$ cat config.mk
export PLATFORM = sky130hd
export DESIGN_NAME = lbc_cell_slice
export DESIGN_NICKNAME = d
export VERILOG_FILES = /design/src/rtl/lbc_pkg.sv /design/src/rtl/lbc_cell_slice.sv
export SDC_FILE = /design/constraint.sdc
export NUM_CORES = 1
export LEC_CHECK = 0
export BUFFER_PORTS_ARGS = -buffer_cell sky130_fd_sc_hd__buf_2
export CORE_MARGIN = 3
export CORE_UTILIZATION = 55
export DETAILED_ROUTE_END_ITERATION = 10
export GPL_ROUTABILITY_DRIVEN = 1
export PLACE_DENSITY = 0.8
export SYNTH_ARGS = -nofsm -noshare
export SYNTH_HDL_FRONTEND = slang
export SYNTH_SLANG_ARGS = --single-unit
export TNS_END_PERCENT = 100
$ cat constraint.sdc
create_clock -name clk_i -period 5 [get_ports clk_i]
set_input_delay 0.75 -clock clk_i [delete_from_list [all_inputs] [get_ports clk_i]]
set_output_delay 0.75 -clock clk_i [all_outputs]
set_load 0.05 [all_outputs]
$ cat src/rtl/lbc_pkg.sv
// ==========================================================================
// logic block cell slice: shared constants and types
package lbc_pkg;

  // ========================================================================
  // sizes
  localparam int LBC_CELLS   = 6;
  localparam int LBC_MCELLS  = 2 * LBC_CELLS;
  localparam int LBC_CLKS    = 4;
  localparam int LBC_OE_TERMS = 2;
  localparam int LBC_ADDR_W  = 8;
  localparam int LBC_DATA_W  = 32;
  localparam int LBC_MC_CFG_W = 8;
  localparam int LBC_IO_CFG_W = 3;

  // ========================================================================
  // register offsets (byte addresses, one word each)
  localparam logic [LBC_ADDR_W-1:0] LBC_MC_CFG_BASE = 8'h00;
  localparam logic [LBC_ADDR_W-1:0] LBC_IO_CFG_BASE = 8'h30;
  localparam logic [LBC_ADDR_W-1:0] LBC_STATE_OFS   = 8'h48;
  localparam logic [LBC_ADDR_W-1:0] LBC_PIN_OFS     = 8'h4C;
  localparam logic [LBC_ADDR_W-1:0] LBC_WORD_STEP   = 8'h04;

  // ========================================================================
  // modes
  typedef enum logic [2:0] {
    LBC_COMB,
    LBC_REG,
    LBC_LATCH,
    LBC_IN_REG,
    LBC_IN_LATCH
  } lbc_mode_t;

  typedef enum logic [1:0] {
    LBC_OE_OFF,
    LBC_OE_ON,
    LBC_OE_TERM
  } lbc_oe_t;

  // ========================================================================
  // configuration words, low bit first from the right
  typedef struct packed {
    logic      low_pwr;
    logic [1:0] clk_sel;
    logic      t_type;
    logic      invert;
    lbc_mode_t mode;
  } lbc_mc_cfg_t;

  typedef struct packed {
    logic    oe_sel;
    lbc_oe_t oe_mode;
  } lbc_io_cfg_t;

  // product-term results arriving from the array
  typedef struct packed {
    logic [LBC_MCELLS-1:0]   sum;
    logic [LBC_OE_TERMS-1:0] oe;
    logic                    rst;
    logic                    pre;
  } lbc_terms_t;

  // ========================================================================
  // whole module state
  typedef struct packed {
    lbc_mc_cfg_t [LBC_MCELLS-1:0] mc_cfg;
    lbc_io_cfg_t [LBC_CELLS-1:0]  io_cfg;
    logic [LBC_MCELLS-1:0]        store;
    logic [LBC_MCELLS-1:0]        lp_pipe;
    logic [LBC_MCELLS-1:0]        fb;
    logic [LBC_CELLS-1:0]         keep;
    logic [LBC_CELLS-1:0]         io_out;
    logic [LBC_CELLS-1:0]         io_oe_b;
    logic [LBC_CELLS-1:0]         io_fb;
    logic [LBC_CLKS-1:0]          clk_keep;
    logic [LBC_CLKS-1:0]          clk_prev;
    logic [LBC_CLKS-1:0]          clk_data;
    logic [LBC_DATA_W-1:0]        rdata;
  } lbc_state_t;

  localparam lbc_state_t LBC_STATE_RST = '{
    mc_cfg:   '0,
    io_cfg:   '0,
    store:    '0,
    lp_pipe:  '0,
    fb:       '0,
    keep:     '0,
    io_out:   '0,
    io_oe_b:  '1,
    io_fb:    '0,
    clk_keep: '0,
    clk_prev: '0,
    clk_data: '0,
    rdata:    '0
  };

endpackage : lbc_pkg

$ cat src/rtl/lbc_cell_slice.sv
`timescale 1ns/1ps

module lbc_cell_slice
  import lbc_pkg::*;
(
  input  wire logic                   clk_i,
  input  wire logic                   rst_b_i,
  input  wire logic [LBC_ADDR_W-1:0]  addr_i,
  input  wire logic [LBC_DATA_W-1:0]  wdata_i,
  input  wire logic                   wr_i,
  input  wire logic                   rd_i,
  output logic      [LBC_DATA_W-1:0]  rdata_o,
  input  wire lbc_terms_t             terms_i,
  input  wire logic [LBC_CLKS-1:0]    clk_pin_i,
  input  wire logic [LBC_CLKS-1:0]    clk_float_i,
  input  wire logic [LBC_CELLS-1:0]   io_in_i,
  input  wire logic [LBC_CELLS-1:0]   io_float_i,
  output logic      [LBC_CELLS-1:0]   io_out_o,
  output logic      [LBC_CELLS-1:0]   io_oe_b_o,
  output logic      [LBC_CELLS-1:0]   io_fb_o,
  output logic      [LBC_MCELLS-1:0]  fb_o,
  output logic      [LBC_CLKS-1:0]    clk_data_o
);

  // ========================================================================
  // one macrocell: returns {next stored value, result}
  function automatic logic [1:0] lbc_cell(
    input lbc_mc_cfg_t c,
    input logic        buried,
    input logic        d,
    input logic        st,
    input logic        pin,
    input logic        rise,
    input logic        gate,
    input logic        rst,
    input logic        pre
  );
    logic ns;
    logic res;
    logic stored;
    ns     = st;
    res    = d;
    stored = 1'b1;
    case (c.mode)
      LBC_REG: begin
        if (rise) begin
          ns = c.t_type ? (st ^ d) : d;
        end
        res = st;
      end
      LBC_LATCH: begin
        if (!gate) begin
          ns = d;
        end
        res = gate ? st : d;
      end
      LBC_IN_REG: begin
        if (buried) begin
          if (rise) begin
            ns = pin;
          end
          res = st;
        end else begin
          stored = 1'b0;
        end
      end
      LBC_IN_LATCH: begin
        if (buried) begin
          if (!gate) begin
            ns = pin;
          end
          res = gate ? st : pin;
        end else begin
          stored = 1'b0;
        end
      end
      default: begin
        stored = 1'b0;
      end
    endcase
    // reset wins over preset, applied the same cycle
    if (rst) begin
      ns = 1'b0;
      if (stored) begin
        res = 1'b0;
      end
    end else if (pre) begin
      ns = 1'b1;
      if (stored) begin
        res = 1'b1;
      end
    end
    return {ns, res ^ c.invert};
  endfunction : lbc_cell

  // ========================================================================
  // state
  lbc_state_t q;
  lbc_state_t next_q;

  logic [LBC_CLKS-1:0]   clk_lvl;
  logic [LBC_CLKS-1:0]   clk_rise;
  logic [LBC_CELLS-1:0]  pin_lvl;
  logic [LBC_MCELLS-1:0] cell_final;

  always_comb begin
    logic [1:0]            cr;
    logic                  en;
    logic [LBC_MCELLS-1:0] res;
    logic [LBC_DATA_W-1:0] rd;
    cr     = 2'b00;
    en     = 1'b0;
    res    = '0;
    rd     = '0;
    next_q = q;

    // keeper holds last level when nobody drives the pin
    for (int k = 0; k < LBC_CELLS; k++) begin
      if (!q.io_oe_b[k]) begin
        pin_lvl[k] = q.io_out[k];
      end else if (io_float_i[k]) begin
        pin_lvl[k] = q.keep[k];
      end else begin
        pin_lvl[k] = io_in_i[k];
      end
    end
    for (int j = 0; j < LBC_CLKS; j++) begin
      clk_lvl[j] = clk_float_i[j] ? q.clk_keep[j] : clk_pin_i[j];
    end
    clk_rise        = clk_lvl & ~q.clk_prev;
    next_q.keep     = pin_lvl;
    next_q.clk_keep = clk_lvl;
    next_q.clk_prev = clk_lvl;
    next_q.io_fb    = pin_lvl;
    // clock pins double as data inputs
    next_q.clk_data = clk_lvl;

    // six output cells then six buried cells
    for (int i = 0; i < LBC_MCELLS; i++) begin
      // one reset and one preset for the whole block
      cr = lbc_cell(q.mc_cfg[i], i >= LBC_CELLS, terms_i.sum[i], q.store[i],
                    pin_lvl[i % LBC_CELLS], clk_rise[q.mc_cfg[i].clk_sel],
                    clk_lvl[q.mc_cfg[i].clk_sel], terms_i.rst, terms_i.pre);
      next_q.store[i] = cr[1];
      res[i]          = cr[0];
    end
    // low-power paths pay one extra cycle, the others bypass it
    next_q.lp_pipe = res;
    for (int i = 0; i < LBC_MCELLS; i++) begin
      cell_final[i] = q.mc_cfg[i].low_pwr ? q.lp_pipe[i] : res[i];
    end
    next_q.fb = cell_final;
    // only output cells reach a pin
    next_q.io_out = cell_final[LBC_CELLS-1:0];

    for (int k = 0; k < LBC_CELLS; k++) begin
      case (q.io_cfg[k].oe_mode)
        LBC_OE_ON: begin
          en = 1'b1;
        end
        // one of two shared enable terms
        LBC_OE_TERM: begin
          en = terms_i.oe[q.io_cfg[k].oe_sel];
        end
        default: begin
          en = 1'b0;
        end
      endcase
      next_q.io_oe_b[k] = ~en;
    end

    // register writes
    if (wr_i) begin
      for (int i = 0; i < LBC_MCELLS; i++) begin
        if (addr_i == LBC_MC_CFG_BASE + LBC_ADDR_W'(i) * LBC_WORD_STEP) begin
          next_q.mc_cfg[i] = lbc_mc_cfg_t'(wdata_i[LBC_MC_CFG_W-1:0]);
        end
      end
      for (int k = 0; k < LBC_CELLS; k++) begin
        if (addr_i == LBC_IO_CFG_BASE + LBC_ADDR_W'(k) * LBC_WORD_STEP) begin
          next_q.io_cfg[k] = lbc_io_cfg_t'(wdata_i[LBC_IO_CFG_W-1:0]);
        end
      end
    end

    // register reads; unmapped addresses read zero
    for (int i = 0; i < LBC_MCELLS; i++) begin
      if (addr_i == LBC_MC_CFG_BASE + LBC_ADDR_W'(i) * LBC_WORD_STEP) begin
        rd[LBC_MC_CFG_W-1:0] = q.mc_cfg[i];
      end
    end
    for (int k = 0; k < LBC_CELLS; k++) begin
      if (addr_i == LBC_IO_CFG_BASE + LBC_ADDR_W'(k) * LBC_WORD_STEP) begin
        rd[LBC_IO_CFG_W-1:0] = q.io_cfg[k];
      end
    end
    if (addr_i == LBC_STATE_OFS) begin
      rd[LBC_MCELLS-1:0] = q.store;
    end
    if (addr_i == LBC_PIN_OFS) begin
      rd[LBC_CELLS+LBC_CLKS-1:0] = {q.clk_data, q.io_fb};
    end
    // read data stand for one cycle only
    next_q.rdata = rd_i ? rd : '0;
  end

  always_ff @(posedge clk_i or negedge rst_b_i) begin
    if (!rst_b_i) begin
      q <= LBC_STATE_RST;
    end else begin
      q <= next_q;
    end
  end

  assign rdata_o    = q.rdata;
  assign io_out_o   = q.io_out;
  assign io_oe_b_o  = q.io_oe_b;
  assign io_fb_o    = q.io_fb;
  assign fb_o       = q.fb;
  assign clk_data_o = q.clk_data;

  // ========================================================================
  // checks
  // each check watches the cell that the bench sets to that mode, except oe_term_pick_a: the bench sets pin 0 to always on, not to a term
  logic sel_rise1;
  logic sel_gate3;
  logic sel_rise7;
  logic oe_pick0;
  logic no_force;

  assign sel_rise1 = clk_rise[q.mc_cfg[1].clk_sel];
  assign sel_gate3 = clk_lvl[q.mc_cfg[3].clk_sel];
  assign sel_rise7 = clk_rise[q.mc_cfg[LBC_CELLS+1].clk_sel];
  assign oe_pick0  = terms_i.oe[q.io_cfg[0].oe_sel];
  assign no_force  = !terms_i.rst && !terms_i.pre;
endmodule : lbc_cell_slice

==> reports/results.ini, run 1 <==
[synthesis]
synth_largest_area_cell = dfrtp_1
ys_seq_area_share_pct = 39.1
ys_top_cells_by_count = 172 x dfrtp_1, 131 x mux2_2, 77 x nand2_1, 70 x nor2_1, 67 x a21oi_1
synth_warnings = 0
syn_area_um2 = 11400
syn_avg_cell_area_um2 = 10.2
synth_edf_count = 0
synth_seq_cells = 178
async_flop_share_pct = 100
synth_top_flop_cell = dfrtp_1
yosysMostFrequentCell = dfrtp_1
ys_types = 72
yosys.area.top_type_share_pct = 37.7
synthTopCellsByArea = dfrtp_1 38%, mux2_2 13%, mux4_2 6.1%, buf_4 4.3%, a21oi_1 2.9%
synthCells = 1115

[critical_path]
crit_path_max_fanout = 36
startpoint_type = input port
endpoint_kind = register
slowest_delay_ns = 0.69
cp_num_buf_inv = 2
cp.required_ns = 5.32
crit_type = in -> reg
slowest_stage = buf_2
path_delay_family = buffers and inverters
path_cells = buf_2 -> buf_4 -> nand2b_1 -> nor2_1 -> nand2_1 -> mux2_2
arrival_ns = 3.41

[sta]
finalMaxSlewViolations = 0
fin_worst_skew_ns = 0.00827
finalCritPeriodShare_pct = 61.8
maxSlewHeadroom_pct = 12.0
finalHoldViolations = 0
worst_slew_pin_slew_ns = 1.28
fin_setup_tns_ns = 0
layout_min_cycle_time_ns = 3.09
rsz0062_at_grt = false
holdWs_ns = 0.412
finalSetupViolations = 0
max_freq_mhz = 324

[run_status]
run_status = complete, no violations

[clock_network]
tritoncts = yes
cts.repair.resized = 0
numCtsBuffers = 17
clk_latency_ns = 0.44
clkTransAtPathRegs_ns = 0.07
ctsLongestPathBuffers = 2
ctsHoldBuffers = 0
htreeDepth = 4
cts.sinks = 178
cts_root_buffer = clkbuf_16
postCtsSetupRepairBufs = 0

[flow_run]
cap_violations = 0

[power]
p_leak_nw = 5.37
vdd_drop_max_mv = 0.229
powerDensity_nw_per_um2 = 306

[drt]
vias = 9211
drt_iter0_markers = 924
firstDrtPassIters = 5
drc = 0
antenna_left = 0
drt_wl_total_um = 31700
wl_per_cell_um = 22.3
via_per_inst = 6.48

[finish]
nets = 1229
drive_gt1_share_pct = 28.3
area.growth.synth_to_final_pct = 7.71

[floorplan]
start_util_pct = 56.2
die_w_um = 150
die_y_um = 150
ios = 146
core_area_um2 = 20300
num_rows = 52
die-area_um2 = 22500

[placement]
hpwl_um = 22600
gp_congestion = 0.968
portBuffers = 101

[global_routing]
grt.total_usage_pct = 28.4
grt_max_degree = 101
grt_pass1_vias = 8543
antenna_found_initial = 2
grt-ovfl-total = 0
grt_pass1_wl_um = 48500

[hold_path]
min_path_type = in -> async

state kept, by name, indices dropped and copies added, names as in the netlist:
name / flops
clk_data_o: 4
rdata_o: 12
io_fb_o: 6
io_oe_b_o: 6
q: 138
fb_o: 7
io_out_o: 5
cell type report:
class,count,area [um2]
Clock buffer,21,460
Antenna cell,1,2.50
Clock inverter,11,153
Timing Repair Buffer,106,562
Fill cell,1667,8020
Sequential cell,178,4460
Multi-Input combinational cell,795,6160
Inverter,39,146
Tap cell,270,338
placed cells by master (no fill, tap or decap), drive strengths merged, types with 20 or more instances in the layout:
cell type  synthesis  layout
nand2             77      77
buf               80     106
inv               37      39
mux2             138     138
a21oi             67      67
mux4              31      31
clkbuf            42      21
o21ai             54      54
mux2i             32      32
dfrtp            172     172
nor2              70      70
conb               1      20
nor2b             25      25
stage by stage:
step / area (um2) / total power [mW] / cells / setup WS, ns / util (%)
2_1_floorplan: 11500 / 2.20 / 1134 / 2.54 / -
4_1_cts: 12300 / 3.76 / 1420 / 1.99 / 60.5
3_3_place_gp: 11700 / 2.35 / 1388 / 1.58 / 57.5
3_5_place_dp: 11700 / 2.36 / 1388 / 1.58 / 57.5
6_report: 12300 / 3.76 / 1421 / 1.91 / 60.5
5_1_grt: 12300 / 3.89 / 1421 / 1.85 / 60.5
final timing paths:
path                       slack, ns     startpoint     endpoint  depth (start not counted)
max in group asynchronous       3.63        rst_b_i       q[183]                          2
min in group clk_i              0.45          q[90]     fb_o[10]                          2
max reg2reg                     1.91  clk_data_o[1]  io_out_o[0]                          6
min                             0.41        rst_b_i   rdata_o[8]                          1
max                             1.91      addr_i[2]       q[162]                          6
min reg2reg                     0.45          q[90]     fb_o[10]                          2
metal layers:
| layer | part of all wire, % | global-route usage (%) | vias up |
|---|---|---|---|
| met4 | 3.9 | 12.5 | 2 |
| met3 | 9.3 | 7.09 | 82 |
| met5 | 0.041 | 0 | - |
| met2 | 46 | 43.4 | 487 |
| met1 | 41 | 38.4 | 4553 |
| li1 | - | - | 4087 |
kinds of logic after synthesis:
group,share of synthesized area (%)
AOI/OAI and AO/OA,15.4
xor gates and xnor gates,1.54
adders and majority gates,1.32
buffers and inverters,7.65
DFF,39.1
muxes,22.6
other,0.0329
and+or+nand+nor,12.4
power by group:
group / switching [mW] / leakage (nW) / internal, mW / total, mW
combinational: 0.461 / 2.73 / 0.243 / 0.704
clock: 0.591 / 0.290 / 0.817 / 1.41
sequential: 0.113 / 2.36 / 1.53 / 1.64
No activity file was read; power rests on OpenSTA's default activity.
==> run 2: changes to the inputs <==
ABC_AREA = 1   (was not set)
CORE_UTILIZATION = 53   (was 55)
PLACE_DENSITY = 0.81   (was 0.8)
clock period = 2.8 ns   (was 5 ns; I/O delays follow)
==> reports/results.ini, run 2 <==
[run_status]
run_status = complete, no violations

[sta]
maxSlewHeadroom_pct = 44.6
finalMaxSlewViolations = 0
finalHoldViolations = 0
worst_slew_pin_slew_ns = 0.830
rsz0062_at_grt = false
setup_ws_ns = 0.524
finalSetupViolations = 0
finalCritPeriodShare_pct = 81.3
max_freq_mhz = 439
fin_worst_skew_ns = 0.0102
layout_min_cycle_time_ns = 2.28
holdWs_ns = 0.341
fin_setup_tns_ns = 0

[synthesis]
synth_top_flop_cell = dfrtp_1
synthTopCellsByArea = dfrtp_1 41%, nand2_1 14%, o21ai_0 9.3%, inv_1 6.6%, buf_4 4.8%
async_flop_share_pct = 100
synth_warnings = 0
syn_area_um2 = 10500
synth_seq_cells = 178
ys_seq_area_share_pct = 42.4
ys_types = 48
syn_avg_cell_area_um2 = 7.30
synthCells = 1442
synth_largest_area_cell = dfrtp_1
synth_edf_count = 0
yosys.area.top_type_share_pct = 40.9
ys_top_cells_by_count = 396 x nand2_1, 196 x o21ai_0, 186 x inv_1, 172 x dfrtp_1, 99 x a21oi_1
yosysMostFrequentCell = nand2_1

[floorplan]
start_util_pct = 55.1
die-area_um2 = 21600
die_w_um = 147
core_area_um2 = 19100
num_rows = 50
ios = 146
die_y_um = 147

[finish]
final_core_util_pct = 60.9
multi_input_area_um2 = 4760
nets = 1598
seq_area_um2 = 4460
largest_register = q
nFillCells = 1695
largest_reg_flops = 138
final_common_cell = nand2_1
area.growth.synth_to_final_pct = 10.4
final_area_um2 = 11600
mostFrequentLayoutCells = 396 x nand2_1, 196 x o21ai_0, 186 x inv_1, 172 x dfrtp_1, 100 x buf_2
drive_gt1_share_pct = 12.7
num_antenna_cells = 0
stdcell_count = 1779

[placement]
place_area_um2 = 11000
place_ws_ns = 0.314
placed_cells = 1746
hpwl_um = 23700
portBuffers = 101
gp_congestion = 1.00

[global_routing]
grt_max_degree = 64
antenna_found_initial = 0
grt-ovfl-total = 0
grt_pass1_vias = 9182
grt.total_usage_pct = 30.2
grt_pass1_wl_um = 50800

[critical_path]
endpoint_kind = register
startpoint_type = register
arrival_ns = 2.60
crit_path_max_fanout = 9
crit_type = reg -> reg
cp.required_ns = 3.13

[power]
powerDensity_nw_per_um2 = 561
p_leak_nw = 5.54
total_power_mw = 6.51
vdd_drop_max_mv = 0.393

[drt]
drt_wl_total_um = 32700
vias = 10100
firstDrtPassIters = 7
via_per_inst = 5.68
antenna_left = 0
drc = 0
wl_per_cell_um = 18.4
drt_iter0_markers = 1192

[flow_run]
cap_violations = 0

[clock_network]
clkTransAtPathRegs_ns = 0.07
ctsLongestPathBuffers = 2
tritoncts = yes
cts_root_buffer = clkbuf_16
postCtsSetupRepairBufs = 0
clk_latency_ns = 0.44
cts.repair.resized = 0
numCtsBuffers = 17
cts.sinks = 178
htreeDepth = 4

[hold_path]
min_path_type = in -> reg

[run 2: path summary, 6_finish.rpt]
check	startpoint	endpoint	slack [ns]	cells after the start
max	clk_data_o[2]	q[90]	0.52	13
min	io_in_i[1]	io_fb_o[1]	0.34	3
max reg2reg	clk_data_o[2]	q[90]	0.52	13
min reg2reg	q[87]	fb_o[7]	0.45	2
max in group asynchronous	rst_b_i	q[130]	1.54	3
min in group asynchronous	rst_b_i	fb_o[6]	0.54	2
[run 2: layout make-up]
cell class,count,area share (%)
clock buffer,24,4.15
clock inverter,8,1.10
inverter,193,6.33
multi-input combinational,990,41.0
sequential,178,38.4
tap,260,2.80
timing repair buffer,126,6.17
[run 2: power breakdown]
part | leakage (nW) | switching, mW | internal, mW
clock network | 0.291 | 1.02 | 1.48
registers | 2.35 | 0.167 | 2.73
logic | 2.90 | 0.820 | 0.292
[run 2: timing repair]
| item | CTS | global route |
|---|---|---|
| endpoints found under the setup margin | 0 | 0 |
| hold buffers | 1 | 0 |
| endpoints found under the hold margin | 21 | 0 |
[run 2: cells by family after synthesis]
kind of cell	count (synthesis)	share of synthesized area (%)
compound gates	355	18.7
xor+xnor	19	1.58
fa+ha+maj	12	1.43
buf+inv	293	13.0
flops	178	42.4
other cells	1	0.0356
simple gates	584	22.8
[run 2: critical path: stages, from the launching register on]
cell      delay (ns)
dfrtp_1         0.41
inv_1           0.21
nand2_2         0.10
o21ai_4         0.13
inv_4           0.14
o211ai_2        0.16
nand2_1         0.14
o21ai_0         0.19
a21o_1          0.15
nand2_1         0.05
nand3_1         0.06
nand2_1         0.07
or2_1           0.22
and2_1          0.14
[run 2: routing by layer]
| metal | wire (um) | GRT usage [%] | up-vias |
|---|---|---|---|
| met2 | 14500 | 46.4 | 631 |
| met3 | 3370 | 5.40 | 94 |
| met4 | 1360 | 11.7 | 0 |
| li1 | - | - | 4726 |
| met5 | 0 | 0 | - |
| met1 | 13600 | 42.8 | 4661 |
